[src/scibc_pkg.sv]
`default_nettype none
package scibc_pkg;
    // ****************************************
    // register map, byte offsets on the target port
    // ****************************************
    localparam logic [7:0] BAUD_HIGH_OFS = 8'h40;
    localparam logic [7:0] BAUD_LOW_OFS = 8'h41;
    localparam logic [7:0] CTRL_ONE_OFS = 8'h42;
    localparam logic [7:0] CTRL_TWO_OFS = 8'h43;
    // ****************************************
    // reset values
    // ****************************************
    localparam logic [7:0] BAUD_HIGH_RST = 8'h00;
    localparam logic [7:0] BAUD_LOW_RST = 8'h04;
    localparam logic [7:0] CTRL_ONE_RST = 8'h00;
    localparam logic [7:0] CTRL_TWO_RST = 8'h00;
    localparam logic [7:0] RDATA_UNMAPPED = 8'h00;
    // ****************************************
    // field positions
    // ****************************************
    localparam int HI_BRK_IE_BIT = 7;
    localparam int HI_EDGE_IE_BIT = 6;
    localparam int DIV_WIDTH = 13;
    localparam int DIV_HI_WIDTH = 5;
    localparam int C1_LOOP_BIT = 7;
    localparam int C1_RECEIVER_SOURCE_SELECT_BIT = 5;
    localparam int C1_NINE_BIT = 4;
    localparam int C1_ILT_BIT = 2;
    localparam int C1_PE_BIT = 1;
    localparam int C1_PT_BIT = 0;
    localparam int C2_TIE_BIT = 7;
    localparam int C2_TX_COMPLETE_IRQ_ENABLE_BIT = 6;
    localparam int C2_RIE_BIT = 5;
    localparam int C2_IDLE_IRQ_ENABLE_BIT = 4;
    localparam int C2_TE_BIT = 3;
    localparam int C2_RE_BIT = 2;
    localparam int C2_RWU_BIT = 1;
    localparam int C2_SBK_BIT = 0;
    // mask of the bits that read back from control one (bits 6 and 3 read zero)
    localparam logic [7:0] CTRL_ONE_MASK = 8'hB7;
    // ****************************************
    // timing and framing counts
    // ****************************************
    localparam int OVERSAMPLE = 16;
    localparam logic [3:0] BREAK_BITS_SHORT = 4'hA;
    localparam logic [3:0] BREAK_BITS_LONG = 4'hD;
    localparam logic [3:0] DATA_BITS_EIGHT = 4'h8;
    localparam logic [3:0] DATA_BITS_NINE = 4'h9;
    // ****************************************
    // carriers
    // ****************************************
    typedef struct packed {
        logic tx_buffer_empty_flag;
        logic tx_complete_flag;
        logic rx_buffer_full_flag;
        logic idle_flag;
        logic break_detect_flag;
        logic receive_edge_flag;
    } scibc_flags_t;
    typedef struct packed {
        logic [3:0] data_bits;
        logic [3:0] break_bits;
        logic nine_bit;
        logic idle_type_select;
        logic parity_enable;
        logic parity_type;
        logic receiver_wakeup_control;
        logic transmitter_enable;
        logic receiver_enable;
        logic send_break;
    } scibc_frame_t;
endpackage
`default_nettype wire

[src/scibc_top.sv]
`timescale 1ns/10ps
`default_nettype none
module scibc_top
    import scibc_pkg::*;
#(
    parameter logic [7:0] BAUD_LOW_RESET = BAUD_LOW_RST
) (
    input wire logic i_clk, // bus clock, 10 MHz
    input wire logic i_arst_n, // asynchronous reset, active low
    input wire logic i_reg_wr, // target port write strobe
    input wire logic i_reg_rd, // target port read strobe
    input wire logic [7:0] i_reg_addr, // target port byte offset
    input wire logic [7:0] i_reg_wdata, // target port write data
    output logic [7:0] o_reg_rdata, // read data, one cycle after strobe
    output logic o_reg_rvalid, // read data valid pulse
    input wire scibc_flags_t i_flags, // status flags from the datapath
    input wire logic i_long_break_select, // long break option
    input wire logic i_tx_dir_out, // single-wire direction, 1 = drive
    input wire logic i_tx_busy, // transmitter still shifting
    input wire logic i_tx_serial, // transmitter serial output
    input wire logic [8:0] i_tx_char, // character to transmit
    input wire logic [8:0] i_rx_char, // received character
    input wire logic i_rxd_pin, // receive pin level
    input wire logic i_txd_pin, // transmit pin level as read back
    output scibc_frame_t o_frame, // framing controls to the datapath
    output logic o_sample_tick, // sixteen-times oversample enable
    output logic o_baud_running, // baud generator active
    output logic o_irq, // interrupt request, active high
    output logic o_rx_in, // selected receiver input
    output logic o_txd_pin_o, // transmit pin output value
    output logic o_txd_pin_oe, // transmit pin output enable
    output logic o_rxd_released, // receive pin handed to port i/o
    output logic o_tx_parity, // parity bit for the outgoing char
    output logic o_rx_parity_err // parity error on received char
);
    // ****************************************
    // reset release
    // ****************************************
    logic rst_meta_n;
    logic rst_n;

    // two stages so release is clean against the clock
    always_ff @(posedge i_clk or negedge i_arst_n) begin
        if (!i_arst_n) begin
            rst_meta_n <= 1'b0;
            rst_n <= 1'b0;
        end else begin
            rst_meta_n <= 1'b1;
            rst_n <= rst_meta_n;
        end
    end

    // ****************************************
    // registers
    // ****************************************
    logic [7:0] baud_high_buf;
    logic [4:0] baud_high_work;
    logic [7:0] baud_low;
    logic [7:0] ctrl_one;
    logic [7:0] ctrl_two;
    logic [12:0] baud_modulo_value;
    logic baud_armed;
    logic wr_high;
    logic wr_low;
    logic wr_one;
    logic wr_two;

    assign wr_high = i_reg_wr && (i_reg_addr == BAUD_HIGH_OFS);
    assign wr_low = i_reg_wr && (i_reg_addr == BAUD_LOW_OFS);
    assign wr_one = i_reg_wr && (i_reg_addr == CTRL_ONE_OFS);
    assign wr_two = i_reg_wr && (i_reg_addr == CTRL_TWO_OFS);

    // high write only fills the buffer; enables in bits 7:6 act at once
    always_ff @(posedge i_clk or negedge rst_n) begin
        if (!rst_n) begin
            baud_high_buf <= BAUD_HIGH_RST;
        end else if (wr_high) begin
            baud_high_buf <= i_reg_wdata & 8'hDF; // bit 5 reads zero
        end
    end

    // working high half moves only on the low write
    always_ff @(posedge i_clk or negedge rst_n) begin
        if (!rst_n) begin
            baud_high_work <= BAUD_HIGH_RST[DIV_HI_WIDTH-1:0];
            baud_low <= BAUD_LOW_RESET;
        end else if (wr_low) begin
            baud_high_work <= baud_high_buf[DIV_HI_WIDTH-1:0];
            baud_low <= i_reg_wdata;
        end
    end

    assign baud_modulo_value = {baud_high_work, baud_low};

    always_ff @(posedge i_clk or negedge rst_n) begin
        if (!rst_n) begin
            ctrl_one <= CTRL_ONE_RST;
        end else if (wr_one) begin
            ctrl_one <= i_reg_wdata & CTRL_ONE_MASK;
        end
    end

    // control two takes writes at any time
    always_ff @(posedge i_clk or negedge rst_n) begin
        if (!rst_n) begin
            ctrl_two <= CTRL_TWO_RST;
        end else if (wr_two) begin
            ctrl_two <= i_reg_wdata;
        end
    end

    // the nonzero reset divisor must not tick before software wants it
    always_ff @(posedge i_clk or negedge rst_n) begin
        if (!rst_n) begin
            baud_armed <= 1'b0;
        end else if (wr_two && (i_reg_wdata[C2_TE_BIT] || i_reg_wdata[C2_RE_BIT])) begin
            baud_armed <= 1'b1;
        end
    end

    // ****************************************
    // register read
    // ****************************************
    logic [7:0] next_rdata;

    always_comb begin
        case (i_reg_addr)
            BAUD_HIGH_OFS: next_rdata = baud_high_buf;
            BAUD_LOW_OFS: next_rdata = baud_low;
            CTRL_ONE_OFS: next_rdata = ctrl_one;
            CTRL_TWO_OFS: next_rdata = ctrl_two;
            default: next_rdata = RDATA_UNMAPPED;
        endcase
    end

    always_ff @(posedge i_clk or negedge rst_n) begin
        if (!rst_n) begin
            o_reg_rdata <= RDATA_UNMAPPED;
            o_reg_rvalid <= 1'b0;
        end else begin
            o_reg_rvalid <= i_reg_rd;
            if (i_reg_rd) begin
                o_reg_rdata <= next_rdata;
            end
        end
    end

    // ****************************************
    // baud generator
    // ****************************************
    logic [12:0] baud_count;
    logic baud_run;

    assign baud_run = baud_armed && (baud_modulo_value != 13'h0000);

    // modulo counter: one tick every divisor cycles, i.e. sixteen per bit
    always_ff @(posedge i_clk or negedge rst_n) begin
        if (!rst_n) begin
            baud_count <= 13'h0000;
            o_sample_tick <= 1'b0;
        end else if (!baud_run) begin
            baud_count <= 13'h0000;
            o_sample_tick <= 1'b0;
        end else if (baud_count >= baud_modulo_value - 13'h0001) begin
            baud_count <= 13'h0000;
            o_sample_tick <= 1'b1;
        end else begin
            baud_count <= baud_count + 13'h0001;
            o_sample_tick <= 1'b0;
        end
    end

    always_ff @(posedge i_clk or negedge rst_n) begin
        if (!rst_n) begin
            o_baud_running <= 1'b0;
        end else begin
            o_baud_running <= baud_run;
        end
    end

    // ****************************************
    // interrupt request
    // ****************************************
    logic next_irq;

    // a level request; flags are cleared by the datapath, not here
    always_comb begin
        next_irq = 1'b0;
        if (baud_high_buf[HI_BRK_IE_BIT] && i_flags.break_detect_flag) begin
            next_irq = 1'b1;
        end
        if (baud_high_buf[HI_EDGE_IE_BIT] && i_flags.receive_edge_flag) begin
            next_irq = 1'b1;
        end
        if ((ctrl_two[C2_TIE_BIT] && i_flags.tx_buffer_empty_flag) ||
            (ctrl_two[C2_TX_COMPLETE_IRQ_ENABLE_BIT] && i_flags.tx_complete_flag) ||
            (ctrl_two[C2_RIE_BIT] && i_flags.rx_buffer_full_flag) ||
            (ctrl_two[C2_IDLE_IRQ_ENABLE_BIT] && i_flags.idle_flag)) begin
            next_irq = 1'b1;
        end
    end

    always_ff @(posedge i_clk or negedge rst_n) begin
        if (!rst_n) begin
            o_irq <= 1'b0;
        end else begin
            o_irq <= next_irq;
        end
    end

    // ****************************************
    // pin routing
    // ****************************************
    logic loop_select;
    logic receiver_source_select;
    logic single_wire;
    logic next_rx_in;
    logic next_txd_oe;

    assign loop_select = ctrl_one[C1_LOOP_BIT];
    assign receiver_source_select = ctrl_one[C1_RECEIVER_SOURCE_SELECT_BIT];
    assign single_wire = loop_select && receiver_source_select;

    always_comb begin
        if (!loop_select) begin
            next_rx_in = i_rxd_pin;
        end else if (receiver_source_select) begin
            next_rx_in = i_txd_pin;
        end else begin
            next_rx_in = i_tx_serial;
        end
    end

    // pin stays driven after enable drops until the shifter is done
    always_comb begin
        next_txd_oe = ctrl_two[C2_TE_BIT] || i_tx_busy;
        if (single_wire && !i_tx_dir_out) begin
            next_txd_oe = 1'b0;
        end
    end

    always_ff @(posedge i_clk or negedge rst_n) begin
        if (!rst_n) begin
            o_rx_in <= 1'b1;
            o_txd_pin_o <= 1'b1;
            o_txd_pin_oe <= 1'b0;
            o_rxd_released <= 1'b1;
        end else begin
            o_rx_in <= next_rx_in;
            o_txd_pin_o <= i_tx_serial;
            o_txd_pin_oe <= next_txd_oe;
            o_rxd_released <= !ctrl_two[C2_RE_BIT] || loop_select;
        end
    end

    // ****************************************
    // framing controls
    // ****************************************
    scibc_frame_t next_frame;

    always_comb begin
        next_frame.nine_bit = ctrl_one[C1_NINE_BIT];
        next_frame.data_bits = ctrl_one[C1_NINE_BIT] ? DATA_BITS_NINE : DATA_BITS_EIGHT;
        next_frame.idle_type_select = ctrl_one[C1_ILT_BIT];
        next_frame.parity_enable = ctrl_one[C1_PE_BIT];
        next_frame.parity_type = ctrl_one[C1_PT_BIT];
        next_frame.receiver_wakeup_control = ctrl_two[C2_RWU_BIT];
        next_frame.transmitter_enable = ctrl_two[C2_TE_BIT];
        next_frame.receiver_enable = ctrl_two[C2_RE_BIT];
        // break request holds while set; transmitter queues one per frame
        next_frame.send_break = ctrl_two[C2_SBK_BIT] && ctrl_two[C2_TE_BIT];
        next_frame.break_bits = (i_long_break_select ? BREAK_BITS_LONG : BREAK_BITS_SHORT)
            + {3'h0, ctrl_one[C1_NINE_BIT]};
    end

    always_ff @(posedge i_clk or negedge rst_n) begin
        if (!rst_n) begin
            o_frame <= '0;
        end else begin
            o_frame <= next_frame;
        end
    end

    // ****************************************
    // parity
    // ****************************************
    logic [8:0] data_mask;
    logic tx_ones;
    logic rx_ones;

    // MSB of the character (bit 7 or bit 8) is the parity position
    assign data_mask = ctrl_one[C1_NINE_BIT] ? 9'h0FF : 9'h07F;
    assign tx_ones = ^(i_tx_char & data_mask);
    // count includes the received parity bit itself
    assign rx_ones = ^(i_rx_char & {data_mask[7:0], 1'b1});

    always_ff @(posedge i_clk or negedge rst_n) begin
        if (!rst_n) begin
            o_tx_parity <= 1'b0;
            o_rx_parity_err <= 1'b0;
        end else begin
            o_tx_parity <= ctrl_one[C1_PE_BIT] && (tx_ones ^ ctrl_one[C1_PT_BIT]);
            o_rx_parity_err <= ctrl_one[C1_PE_BIT] && (rx_ones != ctrl_one[C1_PT_BIT]);
        end
    end
endmodule // scibc_top
`default_nettype wire

[config.mk]
export PLATFORM = sky130hd
export DESIGN_NAME = scibc_top
export DESIGN_NICKNAME = d
export VERILOG_FILES = /design/src/scibc_pkg.sv /design/src/scibc_top.sv
export SDC_FILE = /design/constraint.sdc
export NUM_CORES = 1
export LEC_CHECK = 0
export ABC_AREA = 1
export BUFFER_PORTS_ARGS = -buffer_cell sky130_fd_sc_hd__buf_2
export CAP_MARGIN = 20
export CORE_MARGIN = 3
export CORE_UTILIZATION = 50
export CTS_BUF_LIST = sky130_fd_sc_hd__clkbuf_8 sky130_fd_sc_hd__clkbuf_16
export DETAILED_ROUTE_END_ITERATION = 10
export PLACE_DENSITY = 0.73
export SLEW_MARGIN = 20
export SYNTH_ARGS = -nofsm -noshare
export SYNTH_HDL_FRONTEND = slang
export SYNTH_SLANG_ARGS = --single-unit
[constraint.sdc]
create_clock -name i_clk -period 3.9 [get_ports i_clk]
set_input_delay 0.195 -clock i_clk [delete_from_list [all_inputs] [get_ports i_clk]]
set_output_delay 0.195 -clock i_clk [all_outputs]
set_load 0.05 [all_outputs]
==> impl_metrics.py <==
metrics = {
    "setup_path": {
        "cpPeakStageDelay_ns": 0.41,
        "cp.arrival_ns": 2.97,
        "cp_common_cell": "nand2_1",
        "worstReg2RegStart": "baud_low[0]",
        "crit_buf_inv": 2,
        "cp_data_required_time_ns": 4.15,
        "reg2reg_slack_ns": 1.18,
        "r2r_end": "o_sample_tick",
        "critPathMaxFanout": 14,
        "crit_type": "flip-flop to flip-flop",
        "start_kind": "flip-flop",
        "r2r_cells": 15,
        "path_delay_family": "simple AND/OR/NAND/NOR gates",
        "cp_cell_sequence": "inv_1, ha_1, nand3_1, nor2_1, nand2_1, xor2_1, ha_1, nand2_1, nand2_1, nand2_1, nand2_1, a21oi_1, nand3_1, nand2_1, inv_1",
        "end_kind": "flip-flop",
        "cp_slowest_cell": "nand3_1",
    },
    "cts": {
        "cts_tree": "done",
        "path_clk_slew_ns": 0.09,
        "h-tree-depth": 3,
        "cts_buffers": 9,
        "cts_setup_buffers": 0,
        "clock_latency_ns": 0.35,
        "clock_path_buffers": 2,
        "clock_sinks": 80,
        "root_buffer": "clkbuf_8",
        "postCtsResizedCells": 0,
    },
    "power": {
        "powerDensity_mw_per_mm2": 418,
        "leakage_nw": 2.76,
        "max-vdd-ir-drop_mv": 0.246,
        "p_total_mw": 2.11,
    },
    "placement": {
        "placed_area_mm2": 0.00481,
        "dp_slack_ns": 1.19,
        "dpl.hpwl_mm": 6.97,
        "place.port_buffers": 80,
        "dp.cells": 720,
        "gp_congestion": 0.821,
    },
    "global_routing": {
        "grt_pass1_wl_mm": 16.2,
        "grt_max_degree": 79,
        "gr-total-overflow": 0,
        "antenna_found_initial": 0,
        "grt_pass1_vias": 3619,
        "track_usage_pct": 20.3,
    },
    "sta": {
        "fin_crit_ns": 2.72,
        "fin_hold_ws_ns": 0.0520,
        "fin_setup_tns_ns": 0,
        "rsz0062_at_grt": "false",
        "timing.final.hold_violations": 0,
        "tightest_slew_ns": 0.559,
        "slew_viol_final": 0,
        "fin_crit_sh_pct": 69.6,
        "setup_viol": 0,
        "fmax_mhz": 368,
        "fin_worst_skew_ns": 0.0104,
        "slew_headroom_pct": 62.6,
        "setup_slack_ns": 1.18,
    },
    "final_layout": {
        "fin_cells": 739,
        "design_area_mm2": 0.00505,
        "area_growth_syn_to_layout_pct": 15.1,
        "drive_above_1_share_pct": 19.2,
        "diodes": 0,
        "fin_nets": 697,
        "final_core_util_pct": 60.2,
    },
    "yosys": {
        "synth_edf_count": 0,
        "syn_avg_cell_area_um2": 8.02,
        "synth-seq-cells": 80,
        "synthArstFlopShare_pct": 100,
        "syn_inst": 547,
        "synth-seq-area-share_pct": 45.8,
        "ys_types": 33,
        "yosysWarningCount": 0,
        "synth_area_mm2": 0.00439,
        "synth_flop_cell": "dfrtp_1",
    },
    "run": {
        "cap_viol_max_count": 0,
    },
    "die": {
        "io_pins": 84,
        "die_area_mm2": 0.00993,
        "rows": 33,
        "coreArea_mm2": 0.00838,
        "start_util_pct": 52.3,
        "die_x_um": 99.7,
        "dieHeight_um": 99.7,
    },
    "routing": {
        "post-route-drc-count": 0,
        "drtAntennaViolNets": 0,
        "drt_wl_total_mm": 9.35,
        "drtPass1Iterations": 4,
        "viasPerCell": 4.98,
        "drt_iter0_drc": 164,
        "num_vias": 3678,
        "wire_per_inst_um": 12.6,
    },
    "status": {
        "outcome": "completed",
    },
    "min_path": {
        "hp-start": "i_rxd_pin",
        "holdPathEnd": "o_rx_in",
        "min_path_type": "primary input to flip-flop",
        "whs_path_depth": 3,
    },
}
==> cells by family after synthesis <==
group / after synthesis / share of synthesized area (%)
and+or+nand+nor: 291 / 29.7
buffers and inverters: 83 / 8.70
DFF: 80 / 45.8
AOI/OAI and AO/OA: 55 / 6.90
xor gates and xnor gates: 18 / 3.59
adders and majority gates: 18 / 5.13
other: 2 / 0.171
==> how the worst max path moves through the flow <==
stage / from / endpoint / slack [ns] / depth (start not counted)
finish: baud_low[0] / o_sample_tick / 1.18 / 15
global route: baud_low[0] / baud_count[3] / 0.81 / 14
CTS: baud_low[0] / o_sample_tick / 1.16 / 15
detailed placement: baud_low[0] / o_sample_tick / 1.19 / 15
global placement: baud_low[0] / o_sample_tick / 1.25 / 15
floorplan: rst_n / baud_armed / 1.51 / 0
==> worst register-to-register path, stage by stage (launching register included) <==
cell,delay [ns]
dfrtp_1,0.40
inv_1,0.13
ha_1,0.21
nand3_1,0.16
nor2_1,0.21
nand2_1,0.09
xor2_1,0.15
ha_1,0.31
nand2_1,0.07
nand2_1,0.04
nand2_1,0.05
nand2_1,0.05
a21oi_1,0.11
nand3_1,0.41
nand2_1,0.17
inv_1,0.05
==> cells in the mapped netlist, types with 6 or more instances <==
cell	number	area share, %
buf_4	6	1.0
a21oi_1	6	0.68
ha_1	18	5.1
dfrtp_1	76	43
o21ai_0	30	3.4
nand2_1	157	13
buf_6	6	1.5
nor2_1	44	3.8
inv_1	67	5.7
xnor2_1	8	1.6
nand3_1	60	6.8
o21ai_1	13	1.5
xor2_1	10	2.0
nand4_1	6	0.86
==> registers in the layout, summed over array words and instances, names as in the netlist, 5 cells and up <==
register and cells:
baud_high_work 5, baud_low 8, ctrl_two 8, o_frame 12, o_reg_rdata 8, ctrl_one 6, baud_count 13, baud_high_buf 7
==> layout make-up <==
class | count | area (um^2)
Clock inverter | 7 | 71.3
Sequential cell | 80 | 2010
Multi-Input combinational cell | 386 | 2010
Inverter | 69 | 259
Timing Repair Buffer | 83 | 448
Clock buffer | 9 | 124
Fill cell | 753 | 3330
Tap cell | 105 | 131
==> report_power, final <==
part / switching [mW] / internal (mW)
Clock: 0.310 / 0.296
Sequential: 0.0841 / 0.903
Combinational: 0.324 / 0.192
Total: 0.718 / 1.39
==> routing by layer <==
| layer | track usage (%) | wire [um] | vias up |
|---|---|---|---|
| met2 | 32.1 | 4410 | 83 |
| li1 | - | - | 1891 |
| met3 | 5.61 | 552 | 9 |
| met4 | 6.30 | 99 | 0 |
| met1 | 27.2 | 4280 | 1695 |
| met5 | 0 | 0 | - |
==> what timing repair did <==
item	4_1_cts	5_1_grt
endpoints found under the setup margin	0	0
endpoints found under the hold margin	3	0
hold buffers	2	0
==> layout by cell type (no fill, tap or decap), drive strengths merged <==
cell type    Yosys  final
clkinvlp         0      2
o21bai           1      1
nand4            6      6
conb             2      4
dlygate4sd3      0      2
clkbuf           0      9
o21a             2      2
dfrtp           76     76
clkinv           0      2
or2              2      2
nor3             4      4
xor2            10     10
nand3b           2      2
nor2            52     52
buf             14     81
nand2          162    162
xnor2            8      8
a221oi           1      1
bufinv           0      1
o32a             1      1
o21ai           43     43
nand3           63     63
dfstp            4      4
a21oi            7      7
inv             69     71
ha              18     18
Power figures use the tool's default switching activity.
